## src/branch_increment_pkg.sv

```systemverilog
// shared constants for the branch and increment execute block
package branch_increment_pkg;
   localparam int INSN_W = 12;
   localparam int DATA_W = 8;
   localparam int PC_W = 11;
   localparam int FADDR_W = 5;
   localparam int JUMP_W = 9;
   // opcode fields
   localparam logic [2:0] OPC_JUMP = 3'h5;
   localparam logic [5:0] OPC_INC = 6'h0A;
   localparam logic [5:0] OPC_INC_SKIP = 6'h0F;
   localparam int OPC3_HI = 11;
   localparam int OPC3_LO = 9;
   localparam int OPC6_HI = 11;
   localparam int OPC6_LO = 6;
   localparam int DIR_BIT = 5;
   localparam int FADDR_HI = 4;
   localparam int PAGE_HI = 6;
   localparam int PAGE_LO = 5;
   localparam int ZERO_BIT = 2;
   localparam logic [DATA_W-1:0] ONE = 8'h01;
   localparam logic [DATA_W-1:0] ZERO = 8'h00;
   localparam logic [PC_W-1:0] PC_RESET = 11'h7FF;
   localparam logic [INSN_W-1:0] NOP_WORD = 12'h000;
   // exec state codes
   typedef enum logic [1:0] {
      ST_EXEC  = 2'b01,
      ST_FLUSH = 2'b10
   } exec_state_t;
endpackage : branch_increment_pkg

```

## src/insn_class_decode.sv

```systemverilog
// opcode classifier for the three handled instructions
`timescale 1ns/1ps
`default_nettype none
module insn_class_decode (
   // instruction word
   input wire logic [branch_increment_pkg::INSN_W-1:0] insn_i,
   // classes
   output logic is_jump_o,
   output logic is_inc_o,
   output logic is_inc_skip_o
);
   import branch_increment_pkg::*;

   function automatic logic match6(input logic [INSN_W-1:0] w, input logic [5:0] opc);
      match6 = (w[OPC6_HI:OPC6_LO] == opc);
   endfunction : match6

   assign is_jump_o = (insn_i[OPC3_HI:OPC3_LO] == OPC_JUMP);
   assign is_inc_o = match6(insn_i, OPC_INC);
   assign is_inc_skip_o = match6(insn_i, OPC_INC_SKIP);
endmodule : insn_class_decode
`default_nettype wire

```

## src/branch_increment_execute.sv

```systemverilog
// execute stage for jump, increment and increment-skip-on-zero
`timescale 1ns/1ps
`default_nettype none
module branch_increment_execute (
   // clock and reset
   input wire logic clk_i,
   input wire logic resetn_i,
   // fetched instruction
   input wire logic insn_valid_i,
   input wire logic [branch_increment_pkg::INSN_W-1:0] insn_i,
   // operands
   input wire logic [branch_increment_pkg::DATA_W-1:0] file_rdata_i,
   input wire logic [branch_increment_pkg::DATA_W-1:0] status_i,
   // file register read address
   output logic [branch_increment_pkg::FADDR_W-1:0] file_raddr_o,
   // results
   output logic [branch_increment_pkg::PC_W-1:0] pc_o,
   output logic pc_load_o,
   output logic [branch_increment_pkg::DATA_W-1:0] w_o,
   output logic w_we_o,
   output logic [branch_increment_pkg::FADDR_W-1:0] file_waddr_o,
   output logic [branch_increment_pkg::DATA_W-1:0] file_wdata_o,
   output logic file_we_o,
   output logic [branch_increment_pkg::DATA_W-1:0] status_wdata_o,
   output logic status_we_o,
   // pipeline
   output logic flush_o,
   output logic busy_o
);
   import branch_increment_pkg::*;

   // decoded classes
   logic is_jump;
   logic is_inc;
   logic is_inc_skip;
   logic is_any_inc;
   // word actually executed this cycle
   logic [INSN_W-1:0] word;
   // incremented operand and its zero test
   logic [DATA_W-1:0] sum;
   logic sum_zero;
   // sequencing state
   exec_state_t state_q;
   exec_state_t state_d;
   // program counter group
   logic [PC_W-1:0] pc_q;
   logic [PC_W-1:0] pc_d;
   logic pc_load_q;
   logic pc_load_d;
   // working register group
   logic [DATA_W-1:0] w_q;
   logic [DATA_W-1:0] w_d;
   logic w_we_q;
   logic w_we_d;
   // file register write group
   logic [DATA_W-1:0] fdata_q;
   logic [DATA_W-1:0] fdata_d;
   logic [FADDR_W-1:0] faddr_q;
   logic [FADDR_W-1:0] faddr_d;
   logic f_we_q;
   logic f_we_d;
   // status write group
   logic [DATA_W-1:0] stat_q;
   logic [DATA_W-1:0] stat_d;
   logic s_we_q;
   logic s_we_d;

   function automatic logic is_zero(input logic [DATA_W-1:0] v);
      is_zero = (v == ZERO);
   endfunction : is_zero

   insn_class_decode u_dec (
      .insn_i(word),
      .is_jump_o(is_jump),
      .is_inc_o(is_inc),
      .is_inc_skip_o(is_inc_skip)
   );

   // flush cycle replaces prefetched word by a nop, so no class fires then
   assign word = (state_q == ST_FLUSH || !insn_valid_i) ? NOP_WORD : insn_i;
   assign file_raddr_o = insn_i[FADDR_HI:0];
   assign is_any_inc = is_inc || is_inc_skip;
   assign sum = file_rdata_i + ONE;
   assign sum_zero = is_zero(sum);

   // sequencing: one extra cycle after a jump or a taken skip
   always_comb begin
      state_d = ST_EXEC;
      unique case (state_q)
         ST_EXEC: begin
            if (is_jump) begin
               state_d = ST_FLUSH;
            end else if (is_inc_skip && sum_zero) begin
               state_d = ST_FLUSH;
            end
         end
         ST_FLUSH: begin
            state_d = ST_EXEC;
         end
      endcase
   end

   always_ff @(posedge clk_i or negedge resetn_i) begin
      if (!resetn_i) begin
         state_q <= ST_EXEC;
      end else begin
         state_q <= state_d;
      end
   end

   // program counter: only a jump loads it
   always_comb begin
      pc_d = pc_q;
      pc_load_d = 1'b0;
      if (is_jump) begin
         pc_d[JUMP_W-1:0] = word[JUMP_W-1:0];
         pc_d[PC_W-1:JUMP_W] = status_i[PAGE_HI:PAGE_LO];
         pc_load_d = 1'b1;
      end
   end

   always_ff @(posedge clk_i or negedge resetn_i) begin
      if (!resetn_i) begin
         pc_q <= PC_RESET;
         pc_load_q <= 1'b0;
      end else begin
         pc_q <= pc_d;
         pc_load_q <= pc_load_d;
      end
   end

   // working register: increments with direction bit clear
   always_comb begin
      w_d = w_q;
      w_we_d = 1'b0;
      if (is_any_inc && !word[DIR_BIT]) begin
         w_d = sum;
         w_we_d = 1'b1;
      end
   end

   always_ff @(posedge clk_i or negedge resetn_i) begin
      if (!resetn_i) begin
         w_q <= ZERO;
         w_we_q <= 1'b0;
      end else begin
         w_q <= w_d;
         w_we_q <= w_we_d;
      end
   end

   // file register: increments with direction bit set
   always_comb begin
      fdata_d = fdata_q;
      faddr_d = faddr_q;
      f_we_d = 1'b0;
      if (is_any_inc && word[DIR_BIT]) begin
         fdata_d = sum;
         faddr_d = word[FADDR_HI:0];
         f_we_d = 1'b1;
      end
   end

   always_ff @(posedge clk_i or negedge resetn_i) begin
      if (!resetn_i) begin
         fdata_q <= ZERO;
         faddr_q <= '0;
         f_we_q <= 1'b0;
      end else begin
         fdata_q <= fdata_d;
         faddr_q <= faddr_d;
         f_we_q <= f_we_d;
      end
   end

   // status: the whole byte is written back, so other flags pass through
   always_comb begin
      stat_d = stat_q;
      s_we_d = 1'b0;
      if (is_inc) begin
         stat_d = status_i;
         stat_d[ZERO_BIT] = sum_zero;
         s_we_d = 1'b1;
      end
   end

   always_ff @(posedge clk_i or negedge resetn_i) begin
      if (!resetn_i) begin
         stat_q <= ZERO;
         s_we_q <= 1'b0;
      end else begin
         stat_q <= stat_d;
         s_we_q <= s_we_d;
      end
   end

   assign pc_o = pc_q;
   assign pc_load_o = pc_load_q;
   assign w_o = w_q;
   assign w_we_o = w_we_q;
   assign file_waddr_o = faddr_q;
   assign file_wdata_o = fdata_q;
   assign file_we_o = f_we_q;
   assign status_wdata_o = stat_q;
   assign status_we_o = s_we_q;
   assign flush_o = (state_q == ST_FLUSH);
   assign busy_o = flush_o;
endmodule : branch_increment_execute
`default_nettype wire

```

## config.mk

```make
export PLATFORM = sky130hd
export DESIGN_NAME = branch_increment_execute
export DESIGN_NICKNAME = d
export VERILOG_FILES = /design/src/branch_increment_pkg.sv /design/src/insn_class_decode.sv /design/src/branch_increment_execute.sv
export SDC_FILE = /design/constraint.sdc
export NUM_CORES = 1
export LEC_CHECK = 0
export BUFFER_PORTS_ARGS = -buffer_cell sky130_fd_sc_hd__buf_2
export CORE_MARGIN = 10
export CORE_UTILIZATION = 50
export CTS_BUF_LIST = sky130_fd_sc_hd__clkbuf_8
export DETAILED_ROUTE_END_ITERATION = 8
export PLACE_DENSITY = 0.82
export SLEW_MARGIN = 25
export SYNTH_ARGS = -nofsm -noshare
export SYNTH_HDL_FRONTEND = slang
export SYNTH_SLANG_ARGS = --single-unit
```

## constraint.sdc

```tcl
create_clock -name clk_i -period 1.7 [get_ports clk_i]
set_input_delay 0.085 -clock clk_i [delete_from_list [all_inputs] [get_ports clk_i]]
set_output_delay 0.085 -clock clk_i [all_outputs]
set_load 0.1 [all_outputs]
```

* Word-level counts from Yosys, hierarchy flattened *
Index checks and enable logic that the tools add are counted.

storage, ports and cells
  bits in registers = 46
  output and inout bits = 51
  word-level logic and storage cells = 32

operators by class
  $add $sub $neg = 1
  eq/ne operators = 5
  mux-type cells = 8
  reductions and logical operators = 8

operator list
  operator             number
  $eq 6x4->1 const B   2
  $mux 12              1
  $add 8x1->8 const B  1
  $logic_not 8->1      1
  $mux 1               4
  $mux 2               2
  $pmux 2 s2           1
  $eq 3x3->1 const B   1
  $logic_and 1x1->1    3
  $eq 2x1->1 const B   1
  $eq 2x2->1 const B   1
  $logic_not 1->1      2
  $logic_or 1x1->1     2

* Depth between registers and ports, before layout *
Gate-level depths: netlist of the first run.

  depth in word-level cells = 8
  mapped depth = 5
  mapped depth without buffers = 5

* Hierarchy *
Synthesis of the first run repeated with hierarchy kept, for this count alone.

unflattened totals
  cells, all modules = 162
  area, all modules = 2057.0 µm²

modules (own cells, without submodules)
  module                    instances  cells an instance  area each (µm²)  seq. area each (µm²)
  branch_increment_execute  1          157                2018.2           1166.1
  insn_class_decode         1          5                  38.8             0.0

* Worst setup path before layout of the first run *
Ideal clock, no wire load.

  path type = register to output
  start point = register state_q[0]
  end point = output port flush_o
  arrival time = 1.557 ns
  setup slack = 0.058 ns
  cell stages (with the launch flop) = 4
  buffers on the path = 1
  cell sequence = dfstp_2 nand2b_1 inv_1 buf_4

on the way
  longest elaborated chain between the ends = 1

RTL lines
  what                    RTL line                         text
  start, declared         branch_increment_execute.sv:43   exec_state_t state_q;
  start signal, assigned  branch_increment_execute.sv:107  state_q <= state_d;
  $eq 2x2->1              branch_increment_execute.sv:206  assign flush_o = (state_q == ST_FLUSH);
  end, declared           branch_increment_execute.sv:27   output logic flush_o,

No other way between the ends.

* Worst setup path in the final report of the first run *
  start point = register state_q[0]
  end point = register faddr_q[1] (netlist: file_waddr_o[1])

on the way
  longest elaborated chain between the ends = 6

RTL lines
  what                  RTL line                         text
  $eq 2x2->1 (*)        branch_increment_execute.sv:80   assign word = (state_q == ST_FLUSH || !insn_valid_i) ? NOP_WORD : insn_i;
  $logic_or 1x1->1 (*)  branch_increment_execute.sv:80
  $mux 12 (*)           branch_increment_execute.sv:80
  $eq 6x4->1            insn_class_decode.sv:15          match6 = (w[OPC6_HI:OPC6_LO] == opc);
  $logic_or 1x1->1      branch_increment_execute.sv:82   assign is_any_inc = is_inc || is_inc_skip;
  $logic_and 1x1->1     branch_increment_execute.sv:157  if (is_any_inc && word[DIR_BIT]) begin
  end signal, assigned  branch_increment_execute.sv:171  faddr_q <= faddr_d;
  end, declared         branch_increment_execute.sv:58   logic [FADDR_W-1:0] faddr_q;

Mark *: on every way between the ends. The rest lies on a longest branch, timed or not.
A chain may end at the register's enable or synchronous reset.

==> impl_metrics.ini, run 1 <==
[status]
status = finished, final reports clean

[final_layout]
final_cells = 280
layout_common_cells = buf_2, dfrtp_1, mux2_2
drive_above_1_share_pct = 65.2
final_net_count = 262
area_growth_pct = 26.9
final_design_area_no_fill_sq_um = 2620
final_common_cell = buf_2
diodes = 0
fin_util_pct = 65.5

[clocking]
cts_buffers = 5
clk_latency_ps = 290
clk_path_buf_depth = 2
cts_tree = built
cts_sinks = 46
root_buffer = clkbuf_8
htreeDepth = 2
clk_pin_slew_worst_paths_ps = 80

[floorplan]
core_sq_um = 4000
die_area_sq_um = 7100
initial_utilization_pct = 51.6
fp.dieH_microns = 84.3
ios = 82
rows = 23
die_x_microns = 84.3

[logic_synthesis]
synth_edf_count = 0
yosys_warnings = 0
ys_seq_area_share_pct = 56.5
synthCells = 142
yosysUniqueCellTypes = 34
async_flop_share_pct = 100
syn_avg_cell_area_sq_um = 14.5
syn_nets = 175
synth_flop_cell = dfrtp_1
synth_area_sq_um = 2060
ys_seq_elements = 46

[sta]
rsz0062_at_grt = yes
max_freq_mhz = 607
tightest_slew_ps = 569
slew_headroom_pct = 62.1
clock_skew_ps = 8.43
finalCritPeriodShare_pct = 96.9
finalCriticalPeriod_ps = 1650
report.final.slew_viol_count = 0
hold_ws_ps = 18.3
hold_viol = 0
finalSetupViolCount = 0

[grt]
grt_max_degree = 47
grt.total_usage_pct = 13.3
overflow = 0
grt_first_pass_wirelength_microns = 7810
antenna_found_initial = 0
grt_pass1_vias = 1533

[pwr]
ir_worst_vdd_v = 0.000744
p_leak_nw = 1.47
power_mw = 3.59
pwr_density_cell_nw_per_um2 = 1370

[setup_path]
path_class = register to register
crit_fanout = 6
path_cells = nand2b_1 -> and3_4 -> nand3_2 -> mux2_4
cp-start-kind = register
critPathArrivalTime_ps = 1820
slowest_stage = dfstp_2
cp.required_ps = 1870
end_kind = register
max_stage_delay_ps = 510

[drt]
wirelength_microns = 4730
num_vias = 1415
post-route-drc-count = 0
first_iter_violations = 46
detail-route-antenna-nets = 0
avgRoutedWirePerCell_microns = 16.9
drt-vias-per-instance = 5.05
drt-pass1-iter-count = 3

[place]
place_congestion = 0.770
dpl-instance-area_sq_um = 2500
place_inst = 268
io_buffers = 80
hpwl_microns = 3690

[job]
maxCapViolCount = 0

[hold_path]
hold_path.class = input pin to register
## per-layer routing
layer / track usage [%] / vias to the layer above / share of wire (%)
li1: - / 667 / -
met5: 0 / - / 0
met2: 23.2 / 33 / 53
met3: 5.02 / 5 / 6.9
met4: 3.65 / 0 / 1.1
met1: 14.8 / 710 / 39
## worst paths after layout
check | from | depth (start not counted) | end | slack (ps)
setup reg to reg | state_q[0]$_DFF_PN1_ | 4 | file_waddr_o[1]$_DFFE_PN0P_ | 50
setup / recovery | state_q[0]$_DFF_PN1_ | 4 | file_waddr_o[1]$_DFFE_PN0P_ | 50
hold / removal | status_i[3] | 2 | status_wdata_o[3]$_DFFE_PN0P_ | 20
hold reg to reg | status_wdata_o[2]$_DFFE_PN0P_ | 2 | status_wdata_o[2]$_DFFE_PN0P_ | 480
min in group asynchronous | resetn_i | 3 | w_o[5]$_DFFE_PN0P_ | 420
max in group asynchronous | resetn_i | 3 | pc_o[10]$_DFFE_PN1N_ | 890
## final cells by class
cell class / instances / area (sq um)
Inverter: 7 / 26.3
Clock inverter: 3 / 11.3
Multi-Input combinational cell: 81 / 822
Timing Repair Buffer: 88 / 463
Sequential cell: 46 / 1170
Clock buffer: 5 / 68.8
Tap cell: 50 / 62.6
Fill cell: 320 / 1380
## worst max-delay path: cells and delay by family (launching register included)
family | cells | cell delay, ps
DFF | 1 | 510
and+or+nand+nor | 3 | 660
muxes | 1 | 350
## metrics by stage
stage	TNS, ps	setup WS (ps)
after floorplan	0	58.4
after global placement	0	65.7
after detailed placement	0	33.8
after CTS	0	22.3
after global routing	-4.57	-4.57
final	0	52.1
## state kept, by name, summed over array words and instances, names as in the netlist, 2 cells and up
| name | count |
|---|---|
| file_wdata_o | 8 |
| file_waddr_o | 5 |
| pc_o | 11 |
| state_q | 2 |
| status_wdata_o | 8 |
| w_o | 8 |
## cells by family (layout without fill, tap and decap cells)
kind of cell	Yosys count	count (layout)	synth area share, %
muxes	39	39	22.6
xor gates and xnor gates	7	7	2.97
buffers and inverters	16	103	4.42
and+or+nand+nor	24	25	8.12
AOI/OAI and AO/OA	8	8	4.18
adders and majority gates	2	2	1.21
DFF	46	46	56.5
## what timing repair did
action                     4_1_cts  5_1_grt
buffers inserted                 0        2
hold endpoints to repair        34        0
gates resized for setup          0        2
setup endpoints to repair        0       18
hold buffers                     1        0
## Yosys cell counts, types with 2 or more instances
| library cell | count | area [sq um] |
|---|---|---|
| nor3_1 | 2 | 10.0 |
| o31ai_1 | 2 | 15.0 |
| mux2_2 | 29 | 327 |
| xor2_1 | 3 | 26.3 |
| xnor2_1 | 4 | 35.0 |
| inv_1 | 7 | 26.3 |
| nand3_1 | 4 | 20.0 |
| buf_4 | 6 | 45.0 |
| dfstp_2 | 12 | 315 |
| dfrtp_1 | 34 | 851 |
| nand4_1 | 2 | 12.5 |
| mux2i_1 | 2 | 20.0 |
| and3_1 | 3 | 18.8 |
| nand2_1 | 4 | 15.0 |
| mux2_4 | 8 | 120 |
| ha_1 | 2 | 25.0 |
## report_power, final
group | internal, mW | switching, mW | total, mW | leakage [nW]
registers | 1.28 | 0.0684 | 1.35 | 0.576
clock network | 0.274 | 0.333 | 0.607 | 0.0519
logic | 0.271 | 1.36 | 1.63 | 0.841
(Power assumes the default switching activity.)
==> inputs of run 2 (changes only) <==
Settings changed: CORE_UTILIZATION 50 to 48, CTS_BUF_LIST sky130_fd_sc_hd__clkbuf_8 to unset, GPL_TIMING_DRIVEN set to 0, PLACE_DENSITY 0.82 to 0.79.
==> run 2 against run 1 <==
Against the previous run:
- flip-flop and latch count unchanged
- maximum frequency is 1.2% higher
- via count down 2.2%
- routed wire length shrank 3.2%
- core utilization fell by 0.56 points
- register-to-register slack improved by 20 ps
- first-iteration DRC count shrank 63%
- clock skew is 0.58 ps lower
- critical path type unchanged
- largest cell class unchanged
- highest routed layer unchanged
==> impl_metrics.ini, run 2 (synthesis results as in run 1) <==
[setup_path]
crit_fanout = 10
end_kind = register
crit_path_start = state_q[0]$_DFF_PN1_
max_stage_delay_ps = 520
timing.rr.start = state_q[0]$_DFF_PN1_
cp_num_cells = 5
critPathArrivalTime_ps = 1810
cp_top_family = flip-flops
path_cells = nand2b_2 -> and3_1 -> nand3_4 -> buf_6 -> mux2_4
regToRegSetupSlack_ps = 70
endpoint = file_waddr_o[3]$_DFFE_PN0P_
r2r_end = file_waddr_o[3]$_DFFE_PN0P_
slowest_stage = dfstp_2
path_class = register to register
cp.required_ps = 1880
critical_path_buf_inv_count = 1
cp-start-kind = register
ff2ff_path_depth = 5

[grt]
overflow = 0
grt_pass1_vias = 1493
grt.total_usage_pct = 12.3
antenna_found_initial = 0
grt_first_pass_wirelength_microns = 7290
grt_max_degree = 47

[drt]
wirelength_microns = 4580
drt-pass1-iter-count = 4
num_vias = 1384
avgRoutedWirePerCell_microns = 16.3
detail-route-antenna-nets = 0
drt-vias-per-instance = 4.93
post-route-drc-count = 0
first_iter_violations = 17

[final_layout]
drive_above_1_share_pct = 66.2
layout_common_cells = buf_2, dfrtp_1, mux2_2
final_common_cell = buf_2
nFillCells = 332
largest_reg_flops = 11
final_net_count = 263
diodes = 0
area_growth_pct = 28.5
fin_util_pct = 64.9

[sta]
hold_ws_ps = 17.8
finalCriticalPeriod_ps = 1630
finalSetupViolCount = 0
finalCritPeriodShare_pct = 95.8
max_freq_mhz = 614
clock_skew_ps = 7.85
hold_viol = 0
rsz0062_at_grt = no
slew_headroom_pct = 61.7
tightest_slew_ps = 575
report.final.slew_viol_count = 0

[floorplan]
core_sq_um = 4090
ios = 82
die_area_sq_um = 7320
initial_utilization_pct = 50.5
fp.dieH_microns = 85.6
die_x_microns = 85.6
rows = 23

[hold_path]
hold_path.class = input pin to register

[pwr]
p_leak_nw = 1.49
power_mw = 3.76
pwr_density_cell_nw_per_um2 = 1420
ir_worst_vdd_v = 0.000736

[clocking]
root_buffer = clkbuf_8
htreeDepth = 2
cts_buffers = 5
clk_path_buf_depth = 2
cts_tree = built
clk_pin_slew_worst_paths_ps = 90
clk_latency_ps = 290
cts_sinks = 46

[status]
status = finished, final reports clean

[job]
maxCapViolCount = 0

[place]
place_congestion = 0.762
io_buffers = 79
hpwl_microns = 3580
-- run 2: through the flow --
| step | std cells | cell area [sq um] | setup slack [ps] | setup TNS (ps) |
|---|---|---|---|---|
| CTS | 280 | 2640 | 2.71 | 0 |
| floorplan | 142 | 2060 | 58.4 | 0 |
| global placement | 271 | 2520 | 14.4 | 0 |
| global route | 281 | 2650 | 10.4 | 0 |
| detailed placement | 271 | 2520 | -6.39 | -6.39 |
| finish | 281 | 2650 | 72.2 | 0 |
-- run 2: timing repair --
action,4_1_cts,5_1_grt
setup buffers,0,1
hold endpoints to repair,34,0
pin swaps,1,1
setup endpoints to repair,1,23
hold buffers,1,0
gates cloned,0,0
gates resized for setup,0,1
-- run 2: where the power goes --
| part | internal (mW) | switching [mW] |
|---|---|---|
| sequential | 1.28 | 0.0659 |
| combinational | 0.274 | 1.36 |
| clock | 0.433 | 0.351 |
| total | 1.99 | 1.77 |
-- run 2: metal layers --
layer	routed length, microns	share of wire [%]	GRT usage (%)
met5	0	0	0
met4	50	1.1	5.39
met3	306	6.7	4.16
met2	2410	53	21.8
met1	1810	39	12.8
-- run 2: worst min-delay path by stage --
stage / from / to / slack (ps) / cells past startpoint
2_1_floorplan: resetn_i / file_waddr_o[0]$_DFFE_PN0P_ / -210 / 0
3_3_place_gp: resetn_i / status_wdata_o[0]$_DFFE_PN0P_ / 300 / 1
3_5_place_dp: resetn_i / status_wdata_o[3]$_DFFE_PN0P_ / 310 / 1
4_1_cts: status_i[4] / status_wdata_o[4]$_DFFE_PN0P_ / 10 / 2
5_1_grt: status_i[4] / status_wdata_o[4]$_DFFE_PN0P_ / 10 / 2
6_report: status_i[7] / status_wdata_o[7]$_DFFE_PN0P_ / 20 / 2
-- run 2: final cells by class --
| type | instances | area [sq um] | area share (%) |
|---|---|---|---|
| tap | 50 | 62.6 | 2.36 |
| timing repair buffer | 81 | 415 | 15.7 |
| clock buffer | 5 | 68.8 | 2.59 |
| inverter | 7 | 26.3 | 0.990 |
| buffer | 9 | 65.1 | 2.45 |
| sequential | 46 | 1170 | 43.9 |
| multi-input combinational | 80 | 810 | 30.5 |
| clock inverter | 3 | 40.0 | 1.51 |
-- run 2: worst register-to-register path, cell delays in order, from the launching register on --
cell and delay [ps]:
dfstp_2 520, nand2b_2 150, and3_1 230, nand3_4 130, buf_6 190, mux2_4 300
==> inputs of run 3 (changes only) <==
Clock period 1.7 ns to 1.66 ns, I/O delays scaled along.
==> run 3 against run 2 <==
Against the previous run:
- final area increased by 0.99%
- first-iteration DRC count grew 18%
- register-to-register slack about the same
- combinational power rose by 2%
- worst hold slack worse by 2.0 ps
- global-route usage did not move
- critical path type unchanged
- critical endpoint unchanged
==> impl_metrics.ini, run 3 (synthesis results as in run 1) <==
[status]
status = finished, final reports clean

[final_layout]
area_growth_pct = 29.8
final_common_cell = buf_2
largest_reg_flops = 11
layout_common_cells = buf_2, dfrtp_1, mux2_2
diodes = 0
fin_util_pct = 65.6
nFillCells = 329
final_cells = 282
final_net_count = 264
drive_above_1_share_pct = 66.8

[floorplan]
rows = 23
die_area_sq_um = 7320
ios = 82
core_sq_um = 4090
fp.dieH_microns = 85.6
initial_utilization_pct = 50.5
die_x_microns = 85.6

[sta]
report.final.slew_viol_count = 0
hold_viol = 0
finalSetupViolCount = 0
finalCritPeriodShare_pct = 95.2
timing.setup.tns_ps = 0
finalCriticalPeriod_ps = 1580
tightest_slew_ps = 575
clock_skew_ps = 8.01
rsz0062_at_grt = no
max_freq_mhz = 633
slew_headroom_pct = 61.7

[pwr]
pwr_density_cell_nw_per_um2 = 1440
ir_worst_vdd_v = 0.000755
p_leak_nw = 1.50

[drt]
detail-route-antenna-nets = 0
avgRoutedWirePerCell_microns = 16.3
drt-pass1-iter-count = 4
drt-vias-per-instance = 4.92
wirelength_microns = 4590
num_vias = 1387
post-route-drc-count = 0
first_iter_violations = 20

[clocking]
clk_latency_ps = 290
htreeDepth = 2
cts_buffers = 5
cts_tree = built
root_buffer = clkbuf_8
clk_pin_slew_worst_paths_ps = 90
clk_path_buf_depth = 2
cts_sinks = 46

[grt]
antenna_found_initial = 0
grt_first_pass_wirelength_microns = 7290
grt.total_usage_pct = 12.3
grt_pass1_vias = 1493
grt_max_degree = 47
overflow = 0

[hold_path]
hold_path.class = input pin to register

[place]
place_congestion = 0.762
hpwl_microns = 3580
io_buffers = 79
place_inst = 271

[job]
maxCapViolCount = 0

[setup_path]
crit_fanout = 10
cp-start-kind = register
cp.required_ps = 1840
path_class = register to register
critPathArrivalTime_ps = 1760
end_kind = register
run 3: cell count changes in the layout (fill, tap and decap cells not counted):
| cell | delta |
|---|---|
| buf_4 | +1 |
| nand2b_2 | -1 |
| nand2b_4 | +1 |
| buf_12 | +1 |
| and3_1 | -1 |
| buf_6 | -1 |
| and3_4 | +1 |
run 3: area by class of cell:
type | instances | area [sq um] | area share [%]
sequential | 46 | 1170 | 43.5
multi-input combinational | 80 | 820 | 30.6
timing repair buffer | 82 | 423 | 15.8
buffer | 9 | 73.8 | 2.75
clock buffer | 5 | 68.8 | 2.57
tap | 50 | 62.6 | 2.33
clock inverter | 3 | 40.0 | 1.49
inverter | 7 | 26.3 | 0.980
run 3: worst max-delay path: stages, from the launching register on:
cell,delay [ps]
dfstp_2,520
nand2b_4,140
and3_4,200
nand3_4,120
buf_12,180
mux2_4,290
run 3: per-stage QoR:
| stage | hold WS (ps) | instance area (sq um) | total power [mW] | setup slack (ps) |
|---|---|---|---|---|
| global route | 12.8 | 2680 | 3.99 | 17.1 |
| global placement | 295 | 2520 | 3.07 | -25.6 |
| floorplan | -213 | 2060 | 2.80 | 20.4 |
| finish | 15.8 | 2680 | 3.86 | 79.8 |
| detailed placement | 307 | 2520 | 3.09 | -46.4 |
| CTS | 7.54 | 2640 | 3.90 | 19.1 |
run 3: metal layers:
metal	vias to the layer above	share of wire, %	track usage [%]
met3	5	6.7	4.16
met5	-	0	0
li1	671	-	-
met1	674	39	12.8
met4	0	1.1	5.39
met2	37	53	21.8
run 3: repair_timing:
action,4_1_cts,5_1_grt
hold endpoints to repair,34,0
buffers inserted,0,2
hold buffers,1,0
pin swaps,1,3
endpoints found under the setup margin,16,15
resized for setup,1,4
run 3: worst paths after layout:
path	from	slack [ps]	end	cells past startpoint
worst max register to register	state_q[0]$_DFF_PN1_	80	file_waddr_o[3]$_DFFE_PN0P_	5
min in group asynchronous	resetn_i	340	status_wdata_o[4]$_DFFE_PN0P_	2
worst min-delay path	status_i[7]	20	status_wdata_o[7]$_DFFE_PN0P_	2
max in group asynchronous	resetn_i	920	pc_o[3]$_DFFE_PN1N_	2
worst max-delay path	state_q[0]$_DFF_PN1_	80	file_waddr_o[3]$_DFFE_PN0P_	5
worst min register to register	status_wdata_o[2]$_DFFE_PN0P_	480	status_wdata_o[2]$_DFFE_PN0P_	2
run 3: report_power, final:
group          switching [mW]  leakage [nW]  total (mW)  internal, mW
clock network           0.359        0.0579       0.802         0.443
logic                    1.39         0.870        1.67         0.283
registers              0.0682         0.576        1.38          1.31
total                    1.82          1.50        3.86          2.04
